$ cat src/rtl/tmc_regs.svh
`ifndef TMC_REGS_SVH
`define TMC_REGS_SVH

// ----------------------------------------------------------------
// register offsets (byte addresses, one word each)
// ----------------------------------------------------------------
`define TMC_OFF_CNT_LOW   8'h00
`define TMC_OFF_CNT_HIGH  8'h04
`define TMC_OFF_CTRL      8'h08
`define TMC_OFF_IRQ_FLAG  8'h0C
`define TMC_OFF_IRQ_EN    8'h10
`define TMC_OFF_IRQ_PRIO  8'h14

// ----------------------------------------------------------------
// counter_control fields
// ----------------------------------------------------------------
`define TMC_CTRL_WIDE     7
`define TMC_CTRL_PS_HI    5
`define TMC_CTRL_PS_LO    4
`define TMC_CTRL_CMP_SRC  3
`define TMC_CTRL_NOSYNC   2
`define TMC_CTRL_CLK_SRC  1
`define TMC_CTRL_ON       0
`define TMC_CTRL_MASK     8'hBF

// ----------------------------------------------------------------
// interrupt register bit, reset values, timing
// ----------------------------------------------------------------
`define TMC_IRQ_BIT       1
`define TMC_CTRL_RST      8'h00
`define TMC_BYTE_RST      8'h00
`define TMC_INSTR_DIV     2'h3

`endif

$ cat src/rtl/tmc_pkg.sv
package tmc_pkg;

    // clock modes of the counter, one-hot
    typedef enum logic [2:0] {
        TMC_MODE_TIMER = 3'b001,
        TMC_MODE_SYNC  = 3'b010,
        TMC_MODE_ASYNC = 3'b100
    } tmc_mode_e;

    typedef logic [7:0] tmc_byte_t;

endpackage

$ cat src/rtl/tmc_ext_edge.sv
`timescale 1ns/1ns
`default_nettype none

module tmc_ext_edge
    import tmc_pkg::*;
(
    // clock and reset
    input  wire logic sys_clk,
    input  wire logic nrst,
    // pin side
    input  wire logic clk_pin,
    // count side
    output logic      rise_pulse
);

    // ----------------------------------------------------------------
    // synchroniser and armed rising edge
    // ----------------------------------------------------------------
    logic meta_ff;
    logic sync_ff;
    logic last_ff;
    logic armed_ff;
    logic nxt_armed;

    // a rising edge counts only once a falling edge has been seen
    always_comb
    begin
        nxt_armed = armed_ff | (last_ff & ~sync_ff);
        rise_pulse = armed_ff & sync_ff & ~last_ff;
    end

    always_ff @(posedge sys_clk or negedge nrst)
    begin
        if (!nrst)
        begin
            meta_ff  <= 1'b0;
            sync_ff  <= 1'b0;
            last_ff  <= 1'b0;
            armed_ff <= 1'b0;
        end
        else
        begin
            meta_ff  <= clk_pin;
            sync_ff  <= meta_ff;
            last_ff  <= sync_ff;
            armed_ff <= nxt_armed;
        end
    end

endmodule
`default_nettype wire

$ cat src/rtl/tmc_prescaler.sv
`timescale 1ns/1ns
`default_nettype none

module tmc_prescaler
    import tmc_pkg::*;
#(
    parameter int SEL_W = 2
)
(
    // clock and reset
    input  wire logic             sys_clk,
    input  wire logic             nrst,
    // control
    input  wire logic             clear,
    input  wire logic [SEL_W-1:0] ratio_sel,
    // ticks
    input  wire logic             tick_in,
    output logic                  tick_out
);

    localparam int CNT_W = (1 << SEL_W) - 1;

    if (SEL_W < 1 || SEL_W > 4)
    begin : g_bad_sel
        $error("tmc_prescaler: SEL_W out of range");
    end

    // ----------------------------------------------------------------
    // divide by 2**ratio_sel
    // ----------------------------------------------------------------
    logic [CNT_W-1:0] div_ff;
    logic [CNT_W-1:0] nxt_div;
    logic [CNT_W-1:0] limit;

    always_comb
    begin
        limit    = CNT_W'((1 << ratio_sel) - 1);
        tick_out = tick_in & (div_ff >= limit);
        nxt_div  = div_ff;
        if (clear)
            nxt_div = '0;
        else if (tick_out)
            nxt_div = '0;
        else if (tick_in)
            nxt_div = div_ff + CNT_W'(1);
    end

    always_ff @(posedge sys_clk or negedge nrst)
    begin
        if (!nrst)
            div_ff <= '0;
        else
            div_ff <= nxt_div;
    end

endmodule
`default_nettype wire

$ cat src/rtl/tmc_top.sv
// Notes on behaviour
// timer, synchronous counter and asynchronous counter, picked by control bits
// clock source select clear: count once per instruction cycle, clock over four
// clock source select set: count rising edges of external clock or oscillator
// oscillator enabled: oscillator pins read zero, their direction bits ignored
// wide mode: high address hits buffer; low read copies live high byte
// wide mode: high write loads buffer; low write moves buffer to high
// wide mode: live high byte never directly read or written
// low byte write clears prescaler; high byte write leaves it alone
// software sets oscillator enable and clock source select to use oscillator
// sixteen bit up-counter wraps from all ones to zero
// overflow sets sticky flag, held until software clears it
// overflow request forwarded only while its enable bit is set
// special event trigger resets counter when compare uses this counter
// trigger reset relies on timer or synchronous mode, not asynchronous
// software write in same cycle as trigger wins over the reset
// prescale select divides counter input by 1, 2, 4 or 8
// sync bit: 0 synchronise external input, 1 unsynchronised; ignored internally (here both settings count the synchronised edge)
// compare source select set makes this counter the compare time base
// on bit set lets counter run; clear stops and holds value
// reset clears control, prescaler and buffer: stopped, internal, 8-bit access
//
// Chosen here: the register addresses and register access over APB.
`timescale 1ns/1ns
`default_nettype none
`include "tmc_regs.svh"

module tmc_top
    import tmc_pkg::*;
(
    // clock and reset
    input  wire logic        sys_clk,
    input  wire logic        nrst,
    // apb slave
    input  wire logic [7:0]  paddr,
    input  wire logic        psel,
    input  wire logic        penable,
    input  wire logic        pwrite,
    input  wire logic [31:0] pwdata,
    output logic      [31:0] prdata,
    output logic             pready,
    output logic             pslverr,
    // clock pins and oscillator
    input  wire logic        shared_external_clock_in,
    input  wire logic        low_power_osc_clk,
    input  wire logic        low_power_osc_enable,
    // oscillator pins
    input  wire logic        oscillator_pin_one_in,
    input  wire logic        oscillator_pin_two_in,
    input  wire logic [1:0]  port_direction,
    output logic             oscillator_pin_one_read,
    output logic             oscillator_pin_two_read,
    output logic [1:0]       port_direction_used,
    // compare module
    input  wire logic        special_event_trigger,
    output logic [15:0]      count_value,
    output logic             compare_source_select,
    // interrupt request
    output logic             overflow_irq,
    output logic             overflow_irq_priority
);

    // ----------------------------------------------------------------
    // state
    // ----------------------------------------------------------------
    tmc_byte_t   ctrl_ff,   nxt_ctrl;
    tmc_byte_t   lo_ff,     nxt_lo;
    tmc_byte_t   hi_ff,     nxt_hi;
    tmc_byte_t   hibuf_ff,  nxt_hibuf;
    logic        flag_ff,   nxt_flag;
    logic        ien_ff,    nxt_ien;
    logic        ipr_ff,    nxt_ipr;
    logic [1:0]  qdiv_ff,   nxt_qdiv;
    logic [31:0] prdata_ff, nxt_prdata;
    logic        pready_ff, nxt_pready;
    logic        perr_ff,   nxt_perr;
    logic        irq_ff,    nxt_irq;
    logic [15:0] cval_ff,   nxt_cval;
    logic [1:0]  pin_meta_ff;
    logic [1:0]  pin_sync_ff;
    logic [1:0]  pin_rd_ff, nxt_pin_rd;
    logic [1:0]  dir_ff,    nxt_dir;

    // ----------------------------------------------------------------
    // decoded terms
    // ----------------------------------------------------------------
    logic        acc_cap;
    logic        acc_done;
    logic        wr_lo;
    logic        wr_hi;
    logic        rd_lo;
    logic        wide;
    logic        mapped;
    tmc_mode_e   mode;
    logic        ext_rise;
    logic        int_tick;
    logic        pre_in;
    logic        pre_out;
    logic        trig_ok;
    logic        bump;
    logic        ovf;
    logic        cnt_write;
    logic [15:0] cnt_inc;
    tmc_byte_t   rd_byte;

    // the pin mux sits ahead of the synchroniser; switching source
    // mid-run may add or lose one count
    tmc_ext_edge u_edge (
        .sys_clk    (sys_clk),
        .nrst       (nrst),
        .clk_pin    (low_power_osc_enable ? low_power_osc_clk
                                          : shared_external_clock_in),
        .rise_pulse (ext_rise)
    );

    tmc_prescaler #(
        .SEL_W (2)
    ) u_pre (
        .sys_clk   (sys_clk),
        .nrst      (nrst),
        .clear     (wr_lo),
        .ratio_sel (ctrl_ff[`TMC_CTRL_PS_HI:`TMC_CTRL_PS_LO]),
        .tick_in   (pre_in),
        .tick_out  (pre_out)
    );

    // ----------------------------------------------------------------
    // bus decode and clock selection
    // ----------------------------------------------------------------
    always_comb
    begin
        acc_cap  = psel & penable & ~pready_ff;
        acc_done = psel & penable & pready_ff;
        wide     = ctrl_ff[`TMC_CTRL_WIDE];
        wr_lo    = acc_done & pwrite & (paddr == `TMC_OFF_CNT_LOW);
        wr_hi    = acc_done & pwrite & (paddr == `TMC_OFF_CNT_HIGH);
        rd_lo    = acc_cap & ~pwrite & (paddr == `TMC_OFF_CNT_LOW);
        // low writes and direct high writes are counter writes
        cnt_write = wr_lo | (wr_hi & ~wide);
        if (!ctrl_ff[`TMC_CTRL_CLK_SRC])
            mode = TMC_MODE_TIMER;
        else if (!ctrl_ff[`TMC_CTRL_NOSYNC])
            mode = TMC_MODE_SYNC;
        else
            mode = TMC_MODE_ASYNC;
        int_tick = (qdiv_ff == `TMC_INSTR_DIV);
        unique case (mode)
            TMC_MODE_TIMER: pre_in = int_tick;
            TMC_MODE_SYNC:  pre_in = ext_rise;
            TMC_MODE_ASYNC: pre_in = ext_rise;
        endcase
        pre_in  = pre_in & ctrl_ff[`TMC_CTRL_ON];
        bump    = pre_out;
        cnt_inc = {hi_ff, lo_ff} + 16'h0001;
        ovf     = bump & ({hi_ff, lo_ff} == 16'hFFFF);
        // asynchronous mode cannot promise the reset, so it is dropped
        trig_ok = special_event_trigger & ctrl_ff[`TMC_CTRL_CMP_SRC]
                  & (mode != TMC_MODE_ASYNC);
    end

    // ----------------------------------------------------------------
    // counter, buffer and control
    // ----------------------------------------------------------------
    always_comb
    begin
        nxt_ctrl  = ctrl_ff;
        nxt_lo    = lo_ff;
        nxt_hi    = hi_ff;
        nxt_hibuf = hibuf_ff;
        nxt_qdiv  = qdiv_ff + 2'h1;
        if (cnt_write)
        begin
            if (wr_lo)
            begin
                nxt_lo = pwdata[7:0];
                if (wide)
                    nxt_hi = hibuf_ff;
            end
            else
                nxt_hi = pwdata[7:0];
        end
        else if (trig_ok)
        begin
            nxt_lo = `TMC_BYTE_RST;
            nxt_hi = `TMC_BYTE_RST;
        end
        else if (bump)
        begin
            nxt_lo = cnt_inc[7:0];
            nxt_hi = cnt_inc[15:8];
        end
        if (wr_hi & wide)
            nxt_hibuf = pwdata[7:0];
        if (rd_lo & wide)
            nxt_hibuf = hi_ff;
        if (acc_done & pwrite & (paddr == `TMC_OFF_CTRL))
            nxt_ctrl = pwdata[7:0] & `TMC_CTRL_MASK;
    end

    // ----------------------------------------------------------------
    // interrupt bits and side outputs
    // ----------------------------------------------------------------
    always_comb
    begin
        nxt_flag = flag_ff;
        nxt_ien  = ien_ff;
        nxt_ipr  = ipr_ff;
        if (acc_done & pwrite & (paddr == `TMC_OFF_IRQ_FLAG))
            nxt_flag = pwdata[`TMC_IRQ_BIT];
        if (acc_done & pwrite & (paddr == `TMC_OFF_IRQ_EN))
            nxt_ien = pwdata[`TMC_IRQ_BIT];
        if (acc_done & pwrite & (paddr == `TMC_OFF_IRQ_PRIO))
            nxt_ipr = pwdata[`TMC_IRQ_BIT];
        // set beats a clear in the same cycle
        if (ovf & ~cnt_write & ~trig_ok)
            nxt_flag = 1'b1;
        nxt_irq  = nxt_flag & nxt_ien;
        nxt_cval = {nxt_hi, nxt_lo};
        if (low_power_osc_enable)
        begin
            nxt_pin_rd = 2'h0;
            nxt_dir    = 2'h3;
        end
        else
        begin
            nxt_pin_rd = pin_sync_ff;
            nxt_dir    = port_direction;
        end
    end

    // ----------------------------------------------------------------
    // apb answer: one wait state, read data taken at the first access edge, write data at the second
    // ----------------------------------------------------------------
    always_comb
    begin
        mapped  = 1'b1;
        rd_byte = 8'h00;
        case (paddr)
            `TMC_OFF_CNT_LOW:  rd_byte = lo_ff;
            `TMC_OFF_CNT_HIGH: rd_byte = wide ? hibuf_ff : hi_ff;
            `TMC_OFF_CTRL:     rd_byte = ctrl_ff;
            `TMC_OFF_IRQ_FLAG: rd_byte = {6'h00, flag_ff, 1'b0};
            `TMC_OFF_IRQ_EN:   rd_byte = {6'h00, ien_ff, 1'b0};
            `TMC_OFF_IRQ_PRIO: rd_byte = {6'h00, ipr_ff, 1'b0};
            default:           mapped  = 1'b0;
        endcase
        nxt_pready = acc_cap;
        nxt_prdata = prdata_ff;
        nxt_perr   = 1'b0;
        if (acc_cap)
        begin
            nxt_prdata = pwrite ? 32'h0000_0000 : {24'h000000, rd_byte};
            nxt_perr   = ~mapped;
        end
    end

    // ----------------------------------------------------------------
    // registers
    // ----------------------------------------------------------------
    always_ff @(posedge sys_clk or negedge nrst)
    begin
        if (!nrst)
        begin
            ctrl_ff     <= `TMC_CTRL_RST;
            lo_ff       <= `TMC_BYTE_RST;
            hi_ff       <= `TMC_BYTE_RST;
            hibuf_ff    <= `TMC_BYTE_RST;
            flag_ff     <= 1'b0;
            ien_ff      <= 1'b0;
            ipr_ff      <= 1'b0;
            qdiv_ff     <= 2'h0;
            prdata_ff   <= 32'h0000_0000;
            pready_ff   <= 1'b0;
            perr_ff     <= 1'b0;
            irq_ff      <= 1'b0;
            cval_ff     <= 16'h0000;
            pin_meta_ff <= 2'h0;
            pin_sync_ff <= 2'h0;
            pin_rd_ff   <= 2'h0;
            dir_ff      <= 2'h3;
        end
        else
        begin
            ctrl_ff     <= nxt_ctrl;
            lo_ff       <= nxt_lo;
            hi_ff       <= nxt_hi;
            hibuf_ff    <= nxt_hibuf;
            flag_ff     <= nxt_flag;
            ien_ff      <= nxt_ien;
            ipr_ff      <= nxt_ipr;
            qdiv_ff     <= nxt_qdiv;
            prdata_ff   <= nxt_prdata;
            pready_ff   <= nxt_pready;
            perr_ff     <= nxt_perr;
            irq_ff      <= nxt_irq;
            cval_ff     <= nxt_cval;
            pin_meta_ff <= {oscillator_pin_two_in, oscillator_pin_one_in};
            pin_sync_ff <= pin_meta_ff;
            pin_rd_ff   <= nxt_pin_rd;
            dir_ff      <= nxt_dir;
        end
    end

    // ----------------------------------------------------------------
    // outputs
    // ----------------------------------------------------------------
    always_comb
    begin
        prdata                  = prdata_ff;
        pready                  = pready_ff;
        pslverr                 = perr_ff;
        count_value             = cval_ff;
        compare_source_select   = ctrl_ff[`TMC_CTRL_CMP_SRC];
        overflow_irq            = irq_ff;
        overflow_irq_priority   = ipr_ff;
        oscillator_pin_one_read = pin_rd_ff[0];
        oscillator_pin_two_read = pin_rd_ff[1];
        port_direction_used     = dir_ff;
    end

endmodule
`default_nettype wire

$ cat config.mk
export PLATFORM = sky130hd
export DESIGN_NAME = tmc_top
export DESIGN_NICKNAME = d
export VERILOG_FILES = /design/src/rtl/tmc_pkg.sv /design/src/rtl/tmc_ext_edge.sv /design/src/rtl/tmc_prescaler.sv /design/src/rtl/tmc_top.sv
export VERILOG_INCLUDE_DIRS = /design/src /design/src/rtl
export SDC_FILE = /design/constraint.sdc
export NUM_CORES = 1
export LEC_CHECK = 0
export BUFFER_PORTS_ARGS = -buffer_cell sky130_fd_sc_hd__buf_4
export CAP_MARGIN = 20
export CORE_UTILIZATION = 45
export DETAILED_ROUTE_END_ITERATION = 6
export GPL_ROUTABILITY_DRIVEN = 0
export PLACE_DENSITY = 0.75
export RECOVER_POWER = 100
export SETUP_SLACK_MARGIN = 0.2
export SLEW_MARGIN = 10
export SYNTH_ARGS = -nofsm -noshare
export SYNTH_HDL_FRONTEND = slang
export SYNTH_SLANG_ARGS = --single-unit
$ cat constraint.sdc
create_clock -name sys_clk -period 2.55 [get_ports sys_clk]
set_input_delay 0.51 -clock sys_clk [delete_from_list [all_inputs] [get_ports sys_clk]]
set_output_delay 0.51 -clock sys_clk [all_outputs]
set_load 0.02 [all_outputs]
==> flow_summary.yaml <==
synthesis:
  synth.largest_area_cell: "dfrtp_1"
  syn_avg_cell_area_sq_um: 9.542
  ys_types: 53
  syn_area_sq_um: 3445
  synth_edf_count: 0
  synth_commonest_cells: "dfrtp_1 (60), nand2_1 (39), nor2_1 (26)"
  yosysTopAreaCellShare: 0.4359
  yosys-top-cells-area: "dfrtp_1 (44%), buf_4 (5.4%), nand2_1 (4.2%)"
  synthFlopType: "dfrtp_1"
  synth-seq-cells: 62
  yosys_warnings: 0
  synthCells: 361
  async_flop_share: 1.000
  yosysMostFrequentCell: "dfrtp_1"
  synth-seq-area-share: 0.4511
sta:
  period_needed_ns: 2.307
  tightest_slew_ns: 1.521
  rsz0062_at_grt: "true"
  maxSlewViolCount: 63
  hold_viol_final: 0
  max_freq_mhz: 433.5
  slew_headroom: -0.01388
  worst_slack_ns: 0.2433
  tns_ns: 0
  whs_ns: 0.2864
  fin_crit_sh: 0.9046
  clock-skew-final_ns: 0.01034
  setup_violations: 0
global_routing:
  antenna_found_initial: 0
  grt_start_max_net_pins: 63
  grt_pass1_wl_mm: 13.98
  grt_use_total: 0.2388
  use_met3: 0.04894
  grt_use_met1: 0.3217
  busiest_layer: "met2"
  met2_usage: 0.3831
  grt_overflow: 0
  first_global_vias: 2839
routing:
  drtIter0Drc: 289
  vias: 3019
  vias_per_cell: 5.622
  wl_mm: 8.710
  antenna_left: 0
  drc: 0
  wire_per_inst_microns: 16.22
  first_pass_iters: 5
floorplanning:
  rows: 31
  core_region_area_sq_um: 7331
  die_width_microns: 89.49
  io_pins: 110
  dieArea_sq_um: 8008
  die_h_microns: 89.49
  initial_core_util: 0.4699
hold_path:
  whs_path_depth: 1
  hold_class: "in -> reg"
  min_from: "oscillator_pin_one_in"
clock_network:
  clk_root_buffer_cell: "clkbuf_8"
  numCtsBuffers: 9
  cts_sinks: 62
  clkTransAtPathRegs_ns: 0.08
  cts_tree: "built"
  clockBufferDepth: 2
  worstSkewPairLatency_ns: 0.35
  h-tree-depth: 3
layout:
  post-route-util: 0.5549
  diodes: 0
  fin_nets: 492
  syn2layout_area_growth_pct: 18.09
  instances_no_fill: 537
  design_area_sq_um: 4068
  drive_gt1_frac: 0.1621
placement:
  post-place-ws_ns: 0.1424
  place_inst: 521
  portBuffers: 61
  placed_area_sq_um: 3983
  detailed_place_hpwl_mm: 6.309
outcome:
  status: "finished with violations"
  violations: "max-capacitance violations, max-slew violations"
power:
  total_leakage_power_nw: 1.794
  vdd_drop_max_uv: 424.0
  total_power_mw: 2.355
  power_density_nw_per_um2: 578.9
job:
  drv_cap: 1
setup_path:
  worstSetupPathType: "reg -> reg"
  crit_start: "ctrl_ff[5]"
  cp-start-kind: "register"
  rr_worst_depth: 7
  crit_chain: "or2_2 > ha_1 > and2b_1 > o21a_1 > nor4_1 > xnor2_1 > o22ai_1"
  slowest_stage: "dfrtp_1"
  crit_fanout: 7
  crit_arrival_ns: 2.52
  cpPeakStageDelay_ns: 0.42
  timing.rr.start: "ctrl_ff[5]"
  worstSetupEndpointType: "register"
  required_ns: 2.77
-- flip-flops by register name, indices dropped and copies added (netlist names) --
signal	cells
pready	1
pin_meta_ff	2
overflow_irq_priority	1
u_pre.div_ff	3
count_value	16
ien_ff	1
pin_rd_ff	2
port_direction_used	2
u_edge.last_ff	1
prdata	8
pslverr	1
qdiv_ff	2
u_edge.sync_ff	1
pin_sync_ff	2
u_edge.meta_ff	1
hibuf_ff	8
overflow_irq	1
ctrl_ff	7
flag_ff	1
u_edge.armed_ff	1
-- layout by cell type (no fill, tap or decap), types with 4 or more instances in the layout --
| master | netlist | layout |
|---|---|---|
| nand4_1 | 8 | 8 |
| and4_1 | 5 | 5 |
| nand2_1 | 39 | 39 |
| o22ai_1 | 8 | 8 |
| or2_2 | 4 | 4 |
| mux2_2 | 11 | 10 |
| xnor2_1 | 7 | 7 |
| a21oi_1 | 20 | 20 |
| conb_1 | 1 | 24 |
| nor2_1 | 26 | 26 |
| clkbuf_8 | 0 | 9 |
| a22oi_1 | 8 | 8 |
| a211oi_1 | 12 | 12 |
| inv_1 | 13 | 13 |
| ha_1 | 6 | 6 |
| mux2i_1 | 11 | 11 |
| dfrtp_1 | 60 | 60 |
| clkbuf_1 | 9 | 42 |
| o21ai_0 | 16 | 17 |
| nand3_1 | 9 | 9 |
| nor4_1 | 9 | 9 |
| buf_4 | 25 | 31 |
-- layout make-up --
cell class / count / area, sq um
Fill cell: 691 / 3263
Clock inverter: 7 / 122.6
Multi-Input combinational cell: 271 / 1684
Tap cell: 99 / 123.9
Inverter: 13 / 48.80
Sequential cell: 62 / 1554
Timing Repair Buffer: 76 / 410.4
Clock buffer: 9 / 123.9
-- path summary, 6_finish.rpt --
| kind | end | slack (ns) |
|---|---|---|
| worst max-delay path | count_value[9] | 0.24 |
| worst min-delay path | pin_meta_ff[0] | 0.29 |
| worst max register to register | count_value[9] | 0.24 |
| worst min register to register | pin_sync_ff[1] | 0.35 |
| max in group asynchronous | ctrl_ff[3] | 1.11 |
| min in group asynchronous | count_value[7] | 0.54 |
-- per-layer routing --
metal  routed length, microns  vias to the layer above
li1                         -                     1413
met1                     3764                     1444
met2                     4083                      144
met3                      691                       18
met4                      170                        0
met5                        0                        -
-- cell families after synthesis --
kind of cell	count (synthesis)	synth area share
simple gates	126	0.1903
compound gates	85	0.1616
flops	62	0.4511
buf+inv	51	0.08572
mux	22	0.06793
xor+xnor	8	0.02034
fa+ha+maj	6	0.02179
other cells	1	0.001089
-- report_power, final --
part           total, mW  internal [mW]  leakage [nW]  switching [mW]
Clock               1.08          0.652         0.116           0.425
Sequential          1.04           1.01         0.750          0.0328
Combinational      0.234         0.0741         0.928           0.160
Total               2.35           1.74          1.79           0.618
-- worst max-delay path, delay by kind of cell (launching register included) --
family	cells	cell delay, ns
AOI/OAI and AO/OA	2	0.40
and+or+nand+nor	3	0.92
xor gates and xnor gates	1	0.17
DFF	1	0.42
adders and majority gates	1	0.27
-- what timing repair did --
action,in CTS,in global routing
hold buffers,0,0
setup buffers,0,0
gates resized for setup,0,8
setup endpoints to repair,0,13
(Power assumes the default switching activity.)
